==> src/core/lvq_pkg.sv <==
// Package with packet constants, status codes and reply layout for the level query handler
//
// Behaviour
// - Received bytes are ignored until a header byte 01h arrives, which starts a command packet.
// - A good protection level query is answered by 81h 00h 02h 73h, the level code, checksum and 03h.
// - A good authentication level query is answered by 81h 00h 02h 75h, the level code, checksum and 03h.
// - A failed protection level query is answered with length 00h/0Ah, code F3h, status, four detail and four address bytes.
// - A failed authentication level query is answered the same way with code F5h.
// - A packet without its terminator byte is answered with a packet error status.
// - A checksum byte that disagrees with the computed one is answered with a checksum error status.
// - Length bytes that break the general format or the command's own length give a packet error status.
// - After any error no command action is taken and the block waits for a new command.
// - Queries are refused with an acceptance error while no reset has followed an encrypted data write.
// - Errors are reported in the order terminator, checksum, format length, command length, acceptance, with detail and address FFFFFFFh.
// - A good protection level query reports the current level and changes nothing.
// - A good authentication level query reports the current level and changes nothing.
package lvq_pkg;
  localparam logic [7:0]  HDR_CMD       = 8'h01;
  localparam logic [7:0]  HDR_DATA      = 8'h81;
  localparam logic [7:0]  TERM_BYTE     = 8'h03;
  localparam logic [7:0]  CMD_PROT_Q    = 8'h73;
  localparam logic [7:0]  CMD_AUTH_Q    = 8'h75;
  localparam logic [7:0]  ERR_PROT_Q    = 8'hF3;
  localparam logic [7:0]  ERR_AUTH_Q    = 8'hF5;
  localparam logic [7:0]  LEN_HI_ZERO   = 8'h00;
  localparam logic [7:0]  LEN_QUERY     = 8'h01;
  localparam logic [7:0]  LEN_OK_REPLY  = 8'h02;
  localparam logic [7:0]  LEN_ERR_REPLY = 8'h0A;
  localparam logic [31:0] UNUSED_WORD   = 32'h0FFFFFFF;
  localparam logic [15:0] MAX_LEN       = 16'h0100;
  localparam logic [7:0]  STS_PACKET    = 8'hC1;
  localparam logic [7:0]  STS_CHECKSUM  = 8'hC2;
  localparam logic [7:0]  STS_ACCEPT    = 8'hC3;
  localparam int          FIFO_DEPTH    = 16;
  localparam int          FIFO_WIDTH    = 8;
endpackage

==> src/core/level_query_command_handler.sv <==
// Command interpreter for the protection and authentication level queries
`timescale 1ns/1ps
module level_query_command_handler #(
  parameter logic [7:0] STS_PACKET   = lvq_pkg::STS_PACKET,
  parameter logic [7:0] STS_CHECKSUM = lvq_pkg::STS_CHECKSUM,
  parameter logic [7:0] STS_ACCEPT   = lvq_pkg::STS_ACCEPT
) (
  // Clock and reset
  input  wire logic       I_CLOCK,
  input  wire logic       I_RST_B,
  // Received bytes
  input  wire logic       I_RX_VALID,
  input  wire logic [7:0] I_RX_DATA,
  output logic            O_RX_READY,
  // Transmitted bytes
  output logic            O_TX_VALID,
  output logic      [7:0] O_TX_DATA,
  input  wire logic       I_TX_READY,
  // Device state
  input  wire logic [7:0] I_PROT_LEVEL,
  input  wire logic [7:0] I_AUTH_LEVEL,
  input  wire logic       I_ENC_WRITE_DONE,
  // Status
  output logic            O_BUSY
);
  typedef enum logic [2:0] {
    S_IDLE  = 3'b000,
    S_LENH  = 3'b001,
    S_LENL  = 3'b010,
    S_BODY  = 3'b011,
    S_SUM   = 3'b100,
    S_TERM  = 3'b101,
    S_REPLY = 3'b110
  } state_type;

  state_type   state_q;
  state_type   state_d;
  logic [7:0]  length_high_byte_q;
  logic [7:0]  length_low_byte_q;
  logic [15:0] len_cnt_q;
  logic [7:0]  cmd_q;
  logic [7:0]  sum_q;
  logic [7:0]  rx_sum_q;
  logic        enc_lock_q;
  logic [3:0]  idx_q;
  logic [3:0]  last_idx_q;
  logic        is_err_q;
  logic [7:0]  response_code_byte_q;
  logic [7:0]  status_code_byte_q;
  logic [7:0]  level_q;

  wire        rx_take   = I_RX_VALID && O_RX_READY;
  wire [15:0] rx_len    = {length_high_byte_q, length_low_byte_q};
  wire        cmd_prot  = (cmd_q == lvq_pkg::CMD_PROT_Q);
  wire        term_ok   = (I_RX_DATA == lvq_pkg::TERM_BYTE);
  // Header byte counts in neither sum
  wire        sum_ok    = (8'(sum_q + rx_sum_q) == 8'h00);
  wire        fmt_ok    = (rx_len != 16'h0000) && (rx_len <= lvq_pkg::MAX_LEN);
  wire        cmd_len_ok = (length_high_byte_q == lvq_pkg::LEN_HI_ZERO) &&
                           (length_low_byte_q == lvq_pkg::LEN_QUERY);
  // Unknown command codes are dropped silently: no reply code exists for them
  wire        cmd_known = cmd_prot || (cmd_q == lvq_pkg::CMD_AUTH_Q);
  wire [7:0]  sts_sel   = !term_ok    ? STS_PACKET :
                          !sum_ok     ? STS_CHECKSUM :
                          !fmt_ok     ? STS_PACKET :
                          !cmd_len_ok ? STS_PACKET :
                          enc_lock_q  ? STS_ACCEPT :
                                        8'h00;
  wire        pkt_err   = (sts_sel != 8'h00);
  wire        fifo_ready;
  wire        tx_push   = (state_q == S_REPLY);
  wire        tx_adv    = tx_push && fifo_ready;

  // Reply byte select; payload sum precomputed into the checksum slot
  logic [7:0] tx_byte;
  logic [7:0] tx_sum;
  wire  [7:0] w_ff      = lvq_pkg::UNUSED_WORD[7:0];
  always_comb begin
    tx_sum = is_err_q ? 8'(lvq_pkg::LEN_ERR_REPLY + response_code_byte_q + status_code_byte_q +
                           lvq_pkg::UNUSED_WORD[31:24] + w_ff + w_ff + w_ff +
                           lvq_pkg::UNUSED_WORD[31:24] + w_ff + w_ff + w_ff)
                      : 8'(lvq_pkg::LEN_OK_REPLY + response_code_byte_q + level_q);
    tx_sum = 8'(8'h00 - tx_sum);
    tx_byte = 8'h00;
    unique case (idx_q)
      4'h0:    tx_byte = lvq_pkg::HDR_DATA;
      4'h1:    tx_byte = lvq_pkg::LEN_HI_ZERO;
      4'h2:    tx_byte = is_err_q ? lvq_pkg::LEN_ERR_REPLY : lvq_pkg::LEN_OK_REPLY;
      4'h3:    tx_byte = response_code_byte_q;
      4'h4:    tx_byte = is_err_q ? status_code_byte_q : level_q;
      4'h5:    tx_byte = is_err_q ? lvq_pkg::UNUSED_WORD[31:24] : tx_sum;
      4'h6:    tx_byte = is_err_q ? w_ff : lvq_pkg::TERM_BYTE;
      4'h9:    tx_byte = lvq_pkg::UNUSED_WORD[31:24];
      4'hD:    tx_byte = tx_sum;
      4'hE:    tx_byte = lvq_pkg::TERM_BYTE;
      default: tx_byte = w_ff;
    endcase
  end

  always_comb begin
    state_d = state_q;
    unique case (state_q)
      S_IDLE:  if (rx_take && I_RX_DATA == lvq_pkg::HDR_CMD) state_d = S_LENH;
      S_LENH:  if (rx_take) state_d = S_LENL;
      S_LENL:  if (rx_take) state_d = S_BODY;
      S_BODY:  if (rx_take && len_cnt_q == 16'h0001) state_d = S_SUM;
      S_SUM:   if (rx_take) state_d = S_TERM;
      S_TERM:  if (rx_take) state_d = cmd_known ? S_REPLY : S_IDLE;
      S_REPLY: if (tx_adv && idx_q == last_idx_q) state_d = S_IDLE;
      default: state_d = S_IDLE;
    endcase
  end

  assign O_RX_READY = (state_q != S_REPLY);
  assign O_BUSY     = (state_q != S_IDLE);

  always_ff @(posedge I_CLOCK) begin
    if (!I_RST_B) begin
      state_q <= S_IDLE;
    end else begin
      state_q <= state_d;
    end
  end

  // Lock holds until the next device reset
  always_ff @(posedge I_CLOCK) begin
    if (!I_RST_B) begin
      enc_lock_q <= 1'b0;
    end else if (I_ENC_WRITE_DONE) begin
      enc_lock_q <= 1'b1;
    end
  end

  always_ff @(posedge I_CLOCK) begin
    if (!I_RST_B) begin
      length_high_byte_q <= 8'h00;
      length_low_byte_q  <= 8'h00;
      len_cnt_q          <= 16'h0000;
      cmd_q              <= 8'h00;
      sum_q              <= 8'h00;
      rx_sum_q           <= 8'h00;
    end else if (rx_take) begin
      unique case (state_q)
        S_LENH: begin
          length_high_byte_q <= I_RX_DATA;
          sum_q              <= I_RX_DATA;
        end
        S_LENL: begin
          length_low_byte_q <= I_RX_DATA;
          len_cnt_q         <= (I_RX_DATA == 8'h00 && length_high_byte_q == 8'h00) ? 16'h0001
                               : {length_high_byte_q, I_RX_DATA};
          sum_q             <= 8'(sum_q + I_RX_DATA);
        end
        S_BODY: begin
          if (len_cnt_q == rx_len || rx_len == 16'h0000) begin
            cmd_q <= I_RX_DATA;
          end
          len_cnt_q <= 16'(len_cnt_q - 16'h0001);
          sum_q     <= 8'(sum_q + I_RX_DATA);
        end
        S_SUM:   rx_sum_q <= I_RX_DATA;
        default: ;
      endcase
    end
  end

  // Reply set up at the terminator slot; errors replace the level reply
  always_ff @(posedge I_CLOCK) begin
    if (!I_RST_B) begin
      idx_q                <= 4'h0;
      last_idx_q           <= 4'h6;
      is_err_q             <= 1'b0;
      response_code_byte_q <= 8'h00;
      status_code_byte_q   <= 8'h00;
      level_q              <= 8'h00;
    end else if (state_q == S_TERM && rx_take) begin
      idx_q                <= 4'h0;
      is_err_q             <= pkt_err;
      last_idx_q           <= pkt_err ? 4'hE : 4'h6;
      status_code_byte_q   <= sts_sel;
      response_code_byte_q <= pkt_err ? (cmd_prot ? lvq_pkg::ERR_PROT_Q : lvq_pkg::ERR_AUTH_Q)
                                      : cmd_q;
      level_q              <= cmd_prot ? I_PROT_LEVEL : I_AUTH_LEVEL;
    end else if (tx_adv) begin
      idx_q <= 4'(idx_q + 4'h1);
    end
  end

  lvq_fifo #(
    .WIDTH (lvq_pkg::FIFO_WIDTH),
    .DEPTH (lvq_pkg::FIFO_DEPTH)
  ) u_txq (
    .i_clk   (I_CLOCK),
    .i_rst_b (I_RST_B),
    .i_valid (tx_push),
    .i_data  (tx_byte),
    .o_ready (fifo_ready),
    .o_valid (O_TX_VALID),
    .o_data  (O_TX_DATA),
    .i_ready (I_TX_READY)
  );

  property p_hdr_first;
    @(posedge I_CLOCK) disable iff (!I_RST_B)
      (state_q == S_TERM && rx_take) |=> (idx_q == 4'h0) && (tx_byte == lvq_pkg::HDR_DATA);
  endproperty
  a_hdr_first: assert property (p_hdr_first) else $error("reply does not start with data header");

  property p_wait_hdr;
    @(posedge I_CLOCK) disable iff (!I_RST_B)
      (state_q == S_IDLE && rx_take && I_RX_DATA != lvq_pkg::HDR_CMD) |=> (state_q == S_IDLE);
  endproperty
  a_wait_hdr: assert property (p_wait_hdr) else $error("non header byte left idle");

  property p_lock_err;
    @(posedge I_CLOCK) disable iff (!I_RST_B)
      (state_q == S_TERM && rx_take && enc_lock_q) |=> is_err_q;
  endproperty
  a_lock_err: assert property (p_lock_err) else $error("query accepted while locked");

  property p_err_len;
    @(posedge I_CLOCK) disable iff (!I_RST_B)
      (state_q == S_REPLY && is_err_q && idx_q == 4'h2) |-> (tx_byte == lvq_pkg::LEN_ERR_REPLY);
  endproperty
  a_err_len: assert property (p_err_len) else $error("error reply length wrong");

  property p_term_prio;
    @(posedge I_CLOCK) disable iff (!I_RST_B)
      (state_q == S_TERM && rx_take && !term_ok && cmd_known) |=> (status_code_byte_q == STS_PACKET) && is_err_q;
  endproperty
  a_term_prio: assert property (p_term_prio) else $error("missing terminator not reported first");

  property p_back_idle;
    @(posedge I_CLOCK) disable iff (!I_RST_B)
      (tx_adv && idx_q == last_idx_q) |=> (state_q == S_IDLE);
  endproperty
  a_back_idle: assert property (p_back_idle) else $error("no return to command wait");
endmodule // level_query_command_handler

==> src/core/lvq_fifo.sv <==
// Byte FIFO between the reply builder and the serial transmitter
`timescale 1ns/1ps
module lvq_fifo #(
  parameter int WIDTH = 8,
  parameter int DEPTH = 16
) (
  // Clock and reset
  input  wire logic             i_clk,
  input  wire logic             i_rst_b,
  // Fill side
  input  wire logic             i_valid,
  input  wire logic [WIDTH-1:0] i_data,
  output logic                  o_ready,
  // Drain side
  output logic                  o_valid,
  output logic      [WIDTH-1:0] o_data,
  input  wire logic             i_ready
);
  localparam int AW = $clog2(DEPTH);
  logic [WIDTH-1:0] mem [DEPTH];
  logic [AW:0]      wp_q;
  logic [AW:0]      rp_q;
  wire              full  = (wp_q[AW] != rp_q[AW]) && (wp_q[AW-1:0] == rp_q[AW-1:0]);
  wire              empty = (wp_q == rp_q);
  wire              push  = i_valid && !full;
  wire              pop   = i_ready && !empty;
  assign o_ready = !full;
  assign o_valid = !empty;
  assign o_data  = mem[rp_q[AW-1:0]];
  always_ff @(posedge i_clk) begin
    if (push) begin
      mem[wp_q[AW-1:0]] <= i_data;
    end
  end
  always_ff @(posedge i_clk) begin
    if (!i_rst_b) begin
      wp_q <= '0;
      rp_q <= '0;
    end else begin
      wp_q <= wp_q + (AW+1)'(push);
      rp_q <= rp_q + (AW+1)'(pop);
    end
  end
endmodule // lvq_fifo

==> config.mk <==
export PLATFORM = sky130hd
export DESIGN_NAME = level_query_command_handler
export DESIGN_NICKNAME = d
export VERILOG_FILES = /design/src/core/lvq_pkg.sv /design/src/core/level_query_command_handler.sv /design/src/core/lvq_fifo.sv
export SDC_FILE = /design/constraint.sdc
export NUM_CORES = 1
export LEC_CHECK = 0
export BUFFER_PORTS_ARGS = -buffer_cell sky130_fd_sc_hd__buf_2
export CAP_MARGIN = 20
export CORE_ASPECT_RATIO = 0.8
export CORE_MARGIN = 5
export CORE_UTILIZATION = 48
export CTS_CLUSTER_SIZE = 28
export DETAILED_ROUTE_END_ITERATION = 12
export GPL_TIMING_DRIVEN = 0
export PLACE_DENSITY_LB_ADDON = 0.1
export SYNTH_ARGS = -nofsm -noshare
export SYNTH_HDL_FRONTEND = slang
export SYNTH_SLANG_ARGS = --single-unit
==> constraint.sdc <==
create_clock -name I_CLOCK -period 4.4 [get_ports I_CLOCK]
set_clock_uncertainty 0.05 [all_clocks]
set_input_delay 0.44 -clock I_CLOCK [delete_from_list [all_inputs] [get_ports I_CLOCK]]
set_output_delay 0.44 -clock I_CLOCK [all_outputs]
set_load 0.01 [all_outputs]
== After elaboration in Yosys (flattened, before gate mapping) ==
Memory sizes are Yosys's and may differ from the RTL's. A register that Yosys moved wholly into a read port is not among the register bits.
Cells that the tools add are included.
Word-level totals
  bits in registers: 103
  logic and storage cells: 137
  memory bits (writable): 128
  output and inout port bits: 11
  input port bits: 29
  memories: 1
Operators by class
  magnitude comparators: 1
  bitwise logic cells: 1
  add/sub/neg operators: 19
  reductions and logical operators: 35
  multiplexer cells: 30
  equal/unequal tests: 34
Memory list
  u_txq.mem: depth 16, bits a word 8, read ports 1, clocked after memory_dff 1, wr ports 1, line lvq_fifo.sv:20  | logic [WIDTH-1:0] mem [DEPTH];
Operator list (count)
  two-way mux 8 bit: 11
  case mux 8 bit (10 select lines): 1
  adder 8 bit (second input constant): 6
  adder 8 bit: 4
  case mux 16 bit (2 select lines): 1
  two-way mux 3 bit: 9
  zero test 8 bit: 3
  case mux 3 bit (7 select lines): 1
  adder 8 x 4 -> 8 bit (second input constant): 2
  == test 16 x 1 -> 1 bit (second input constant): 1
  == test 16 bit: 1
  == test 8 x 1 -> 1 bit (second input constant): 2
  == test 8 x 7 -> 1 bit (second input constant): 2
  less-or-equal comparator 16 x 9 -> 1 bit (second input constant): 1
  zero test 16 bit: 1
  two-way mux 16 bit: 1
  case mux 8 bit (2 select lines): 1
  nonzero test 16 bit: 1
  subtractor 16 x 1 -> 16 bit (second input constant): 1
  inequality test 2 bit (second input constant): 7
  == test 4 x 3 -> 1 bit (second input constant): 3
  == test 4 bit (second input constant): 3
  two-way mux 4 bit: 3
  logical AND 1 bit: 11
  other kinds (28): 43

== Depth between registers and ports, before layout ==
  word-level depth: 14
  depth in mapped cells: 13
  depth with buffers taken out: 13

== Hierarchy ==
Synthesis repeated with hierarchy kept, for this count alone.
Unflattened totals
  cells, all modules: 1043
  area, all modules: 11479.8 sq um
Modules (own cells, without submodules)
  level_query_command_handler: area an instance 5936.9 sq um, cells an instance 756, instances 1
  lvq_fifo: area an instance 5542.8 sq um, cells an instance 287, instances 1

== Worst setup path after synthesis ==
No wires, ideal clock.
  path kind: register to register
  start: register response_code_byte_q[1]
  end: memory u_txq.mem[0][6] (data pin)
  cell stages (with the launch flop): 14
  slack: 761 ps
  path buffers: 0
  data arrival time: 3258 ps
  period minus slack after synthesis: 3639 ps
  library setup time: 330 ps
  required time: 4020 ps
  cell sequence: dfxtp_1 -> inv_1 -> ha_1 -> inv_1 -> ha_1 -> inv_1 -> fa_1 -> nand2b_1 -> a21oi_1 -> xor2_1 -> o31ai_1 -> or3b_2 -> xor2_1 -> o21ai_0
Between the ends
  word-level cells in the longest chain between the ends: 14
  elaborated cells on any way between the ends: 16
  classes of those cells: add/sub (13); mux (3)
RTL lines
  from (decl): line level_query_command_handler.sv:48  | logic [7:0] response_code_byte_q;
  from (signal assigned): line level_query_command_handler.sv:181  | response_code_byte_q <= pkt_err ? (cmd_prot ? lvq_pkg::ERR_PROT_Q : lvq_pkg::ERR_AUTH_Q)
  adder 4 x 8 -> 8 bit: line level_query_command_handler.sv:79  | tx_sum = is_err_q ? 8'(lvq_pkg::LEN_ERR_REPLY + response_code_byte_q + status_code_byte_q +
  adder 8 bit: line level_query_command_handler.sv:79
  adder 8 x 4 -> 8 bit: line level_query_command_handler.sv:79
  adder 8 bit (3 in series): line level_query_command_handler.sv:80  | lvq_pkg::UNUSED_WORD[31:24] + w_ff + w_ff + w_ff +
  adder 8 x 4 -> 8 bit: line level_query_command_handler.sv:80
  adder 8 bit (3 in series): line level_query_command_handler.sv:81  | lvq_pkg::UNUSED_WORD[31:24] + w_ff + w_ff + w_ff)
  two-way mux 8 bit (*): line level_query_command_handler.sv:79
  subtractor 1 x 8 -> 8 bit (*): line level_query_command_handler.sv:83  | tx_sum = 8'(8'h00 - tx_sum);
  two-way mux 8 bit: line level_query_command_handler.sv:91  | 4'h5: tx_byte = is_err_q ? lvq_pkg::UNUSED_WORD[31:24] : tx_sum;
  case mux 8 bit (10 select lines) (*): line level_query_command_handler.sv:85  | unique case (idx_q)
  via tx_byte[6]: line level_query_command_handler.sv:75  | logic [7:0] tx_byte;
  to (decl): line lvq_fifo.sv:20
Mark *: on every way through the listed nets, which the timed path passes. The rest lies on a longest branch.

== Worst setup path in the final report ==
  start: register level_q[1]
  end: memory u_txq.mem[7][6] (data pin)
Between the ends
  word-level cells in the longest chain between the ends: 5
RTL lines
  from (decl): line level_query_command_handler.sv:50  | logic [7:0] level_q;
  from (signal assigned): line level_query_command_handler.sv:183  | level_q <= cmd_prot ? I_PROT_LEVEL : I_AUTH_LEVEL;
  adder 8 bit (*): line level_query_command_handler.sv:82  | : 8'(lvq_pkg::LEN_OK_REPLY + response_code_byte_q + level_q);
  two-way mux 8 bit (*): line level_query_command_handler.sv:79
  subtractor 1 x 8 -> 8 bit (*): line level_query_command_handler.sv:83
  two-way mux 8 bit: line level_query_command_handler.sv:91
  case mux 8 bit (10 select lines) (*): line level_query_command_handler.sv:85
  via tx_byte[6]: line level_query_command_handler.sv:75
Marks and branches as above.

==> results.md <==
Clocking:
- The worst-case clock buffer depth is 3.
- The total of hold buffers inserted after clock tree synthesis is 0.
- The CTS tree is done.
- The tree is rooted in a sky130_fd_sc_hd__clkbuf_16.
- The number of levels the H-tree was split into is 1.
- The number of gates given a new drive strength after cts is 0.
- Post-CTS timing repair inserted 0 buffers for setup.
- The number of buffers inserted during clock tree synthesis is 23.
- After clock tree synthesis, the clock-pin slew on the worst setup and hold paths is 60 ps.
- The later-pin clock latency in the skew report is 510 ps.
- The clock net in this run drives a total of 222 sinks.

Detailed routing:
- After detailed routing, the number of vias per cell comes to 5.649.
- The final layout contains routed wiring with a total length of 27.70 mm.
- The routed design uses 1.350 mm of met3 wire.
- The number of routed nets with antenna violations is 0.
- After detailed routing, no signal wire sits above met4.
- The first-pass detailed-route iteration total is 5.
- The violation count after the first detailed-route iteration is 799.
- The average detailed-routed wire length per instance is 19.78 um.
- For this run, design rule violations remaining after detail routing come to 0.
- The via total after detailed routing is 7909.
- For this block, wires on met1 add up to 14.54 mm.
- In the detailed route, the total length drawn on met2 is 11.36 mm.

Floorplanning:
- For this configuration, the core starts out at a cell density of 48.63%.
- Row generation in the floorplan step produced 50 rows.
- The floorplan step set the die width to 181.9 um.
- The area of the core is 23330 sq um.
- The die covers 26840 sq um.
- The die height is 147.5 um.
- For this design the top-level I/O count stands at 40.

Timing:
- The worst path uses 82.49% of the clock period.
- After layout, the minimum clock period comes to 3630 ps.
- Static timing analysis puts the maximum clock frequency at 0.2755 GHz.
- The headroom to the max-slew limit is 36.69%.
- The count of pins over their slew limit came to 0.
- The accumulated negative setup slack is 0 ps.
- Setup repair after global routing left no endpoint under its margin.
- The hold slack is 107.0 ps.
- The final number of setup-violating endpoints is 0.
- The transition time at the pin with the least slew margin is 946.1 ps.
- The final count of hold timing violations is 0.

Worst setup path:
- For the worst setup path, the data required time is 4680 ps.
- The worst setup path is launched from a flop.
- The category of the critical setup timing path is reg2reg.
- The top fanout value on the critical path is 14.
- The worst register-to-register path has a depth of 14.
- The arrival time of data at the critical path endpoint is 3910 ps.
- STA classifies the critical path endpoint as a flop.

Yosys:
- The cell area that synthesis handed to floorplanning was 11350 sq um.
- For this run, the leading register cell type out of synthesis is sky130_fd_sc_hd__edfxtp_1.
- The commonest cells after synthesis are sky130_fd_sc_hd__edfxtp_1 (128), sky130_fd_sc_hd__dfxtp_1 (94), sky130_fd_sc_hd__nand2_1 (89), sky130_fd_sc_hd__nor2_1 (81), sky130_fd_sc_hd__o21ai_0 (49).
- For this run, the number of Yosys warnings is 0.
- The area share of the largest cell type after synthesis is 33.87%.
- The sequential cell area fraction in the yosys report is 50.45%.
- Counting every instance in the synthesized netlist gives 998.
- The number of flops mapped to enable cells by yosys is 128.
- The synthesized design spends more area on one cell type than any other, namely sky130_fd_sc_hd__edfxtp_1.
- Synthesis produced a netlist with a net count of 1076.
- The number of register bits inferred by synthesis is 222.
- The number of different library cells used by synthesis comes to 76.
- For this run, asynchronously set or reset flops after synthesis account for 0%.
- Each instance of the synthesized netlist takes up on average 11.37 sq um.
- The most frequent cell after synthesis is sky130_fd_sc_hd__edfxtp_1.
- By area the synthesized netlist is led by sky130_fd_sc_hd__edfxtp_1 (34%), sky130_fd_sc_hd__dfxtp_1 (17%), sky130_fd_sc_hd__mux4_2 (7.9%), sky130_fd_sc_hd__ha_1 (5.0%), sky130_fd_sc_hd__nand2_1 (2.9%).

Global route:
- The first-pass GRT wire length is 43.73 mm.
- Global routing consumed, over all layers together, 20.46% of the routing resources.
- The pin count of the biggest net entering global routing is 17.
- The via count of the first global-routing pass is 7592.
- Global routing finished with a remaining overflow of 0.
- The number of antenna violations at the first check in global routing is 1.

Layout:
- Registers take 5725 sq um.
- The number of antenna diodes is 0.
- Relative to the synthesized area, the layout overhead comes to 12.13%.
- The proportion of layout cells with a drive suffix above 1 is 14.25%.
- The net count of the finished layout is 1150.
- The layout filler cell count is 2073.
- The footprint of the multi-input gates is 5291 sq um.

Placement:
- Detailed placement ended at an HPWL of 20.04 mm.
- The count of input and output buffers is 38.
- At the end of routability-driven placement, the weighted congestion stood at 0.8585.

Min path:
- The number of cells on the worst hold path is 2.
- The min-delay analysis places its worst path in the category in2reg.

Pwr:
- The power density over cell area is 321.2 nW/um^2.
- In this run the static leakage power is 0.004855 uW.
- The worst voltage drop across the vdd grid is 0.0002630 V.

Status:
- The run finished with clean final reports.

Run:
- Max-cap violations in this run came to 0.
[sequential cells by signal (all words and copies together), names as in the netlist, 8 cells and up]
name	count
rx_sum_q	8
sum_q	8
cmd_q	8
level_q	8
u_txq.mem	128
response_code_byte_q	8
length_high_byte_q	8
length_low_byte_q	8
len_cnt_q	16
[final timing paths]
path,startpoint,end,slack (ps)
worst min-delay path,I_ENC_WRITE_DONE,enc_lock_q$_SDFFE_PN0P_,110
worst max-delay path,level_q[1]$_SDFFE_PN0P_,u_txq.mem[7][6]$_DFFE_PP_,770
worst min register to register,length_low_byte_q[2]$_SDFFE_PN0P_,length_low_byte_q[2]$_SDFFE_PN0P_,450
worst max register to register,level_q[1]$_SDFFE_PN0P_,u_txq.mem[7][6]$_DFFE_PP_,770
[per-layer routing]
layer / vias up / GRT usage [%]
met4: 0 / 3.413
met5: - / 0
met1: 3856 / 33.96
met3: 34 / 2.755
met2: 187 / 28.75
li1: 3832 / -
[through the flow]
| stage | util (%) | worst slack (ps) | cells | power [uW] | cell area, sq um |
|---|---|---|---|---|---|
| after floorplan | - | 761.3 | 998 | 2251 | 11350 |
| after global placement | 51.12 | -305.9 | 1348 | 2291 | 11930 |
| after detailed placement | 51.46 | 815.0 | 1358 | 2291 | 12010 |
| after CTS | 54.50 | 790.7 | 1399 | 4129 | 12720 |
| after global routing | 54.53 | 517.7 | 1400 | 4230 | 12720 |
| final | 54.53 | 770.4 | 1400 | 4087 | 12720 |
[cell usage in the layout, fill, tap and decap left out, drive strengths merged, types with 6 or more instances in the layout]
cell / count
nand2b: 8
o211ai: 10
inv: 30
a22oi: 6
a21boi: 21
a21o: 8
and2: 18
clkbuf: 69
xnor2: 28
nor2: 81
o211a: 14
nand3: 23
nor3: 18
edfxtp: 128
and3: 7
a21oi: 43
buf: 68
xor2: 26
or3: 9
nor4: 13
nand2: 90
o21ai: 50
dfxtp: 94
ha: 45
mux2i: 32
a31oi: 6
mux4: 40
nand4: 7
clkinv: 6
nor2b: 22
[cell families (layout without fill, tap and decap cells)]
logic type / Yosys count / after routing / share of synthesized area, %
xor+xnor: 54 / 54 / 4.168
mux: 72 / 72 / 10.76
fa+ha+maj: 49 / 49 / 5.667
compound gates: 198 / 198 / 11.89
simple gates: 319 / 319 / 14.10
flops: 222 / 222 / 50.45
buf+inv: 84 / 174 / 2.966
[layout make-up]
class / count / share of cell area [%]
Sequential cell: 222 / 45.00
Multi-Input combinational cell: 692 / 41.58
Clock buffer: 34 / 5.084
Tap cell: 312 / 3.068
Timing Repair Buffer: 49 / 2.134
Buffer: 54 / 1.760
Inverter: 30 / 0.8850
Clock inverter: 7 / 0.4916
[power breakdown]
group          total (uW)  leakage (uW)  switching (uW)  internal, uW
Sequential           2170       0.00194           0.854          2170
Combinational        74.7       0.00258            49.0          25.7
Clock                1840      0.000344             765          1070
Total                4090       0.00486             815          3270
[worst max-delay path, stage by stage, from the launching register on]
cell	delay, ps
sky130_fd_sc_hd__dfxtp_1	380
sky130_fd_sc_hd__inv_1	80
sky130_fd_sc_hd__ha_1	270
sky130_fd_sc_hd__inv_1	60
sky130_fd_sc_hd__ha_1	210
sky130_fd_sc_hd__inv_1	80
sky130_fd_sc_hd__fa_1	370
sky130_fd_sc_hd__nand2b_1	190
sky130_fd_sc_hd__a21oi_1	170
sky130_fd_sc_hd__xor2_1	110
sky130_fd_sc_hd__o31ai_1	300
sky130_fd_sc_hd__or3b_2	490
sky130_fd_sc_hd__xor2_1	170
sky130_fd_sc_hd__o21ai_1	290
sky130_fd_sc_hd__buf_4	260
(Power assumes the default switching activity.)
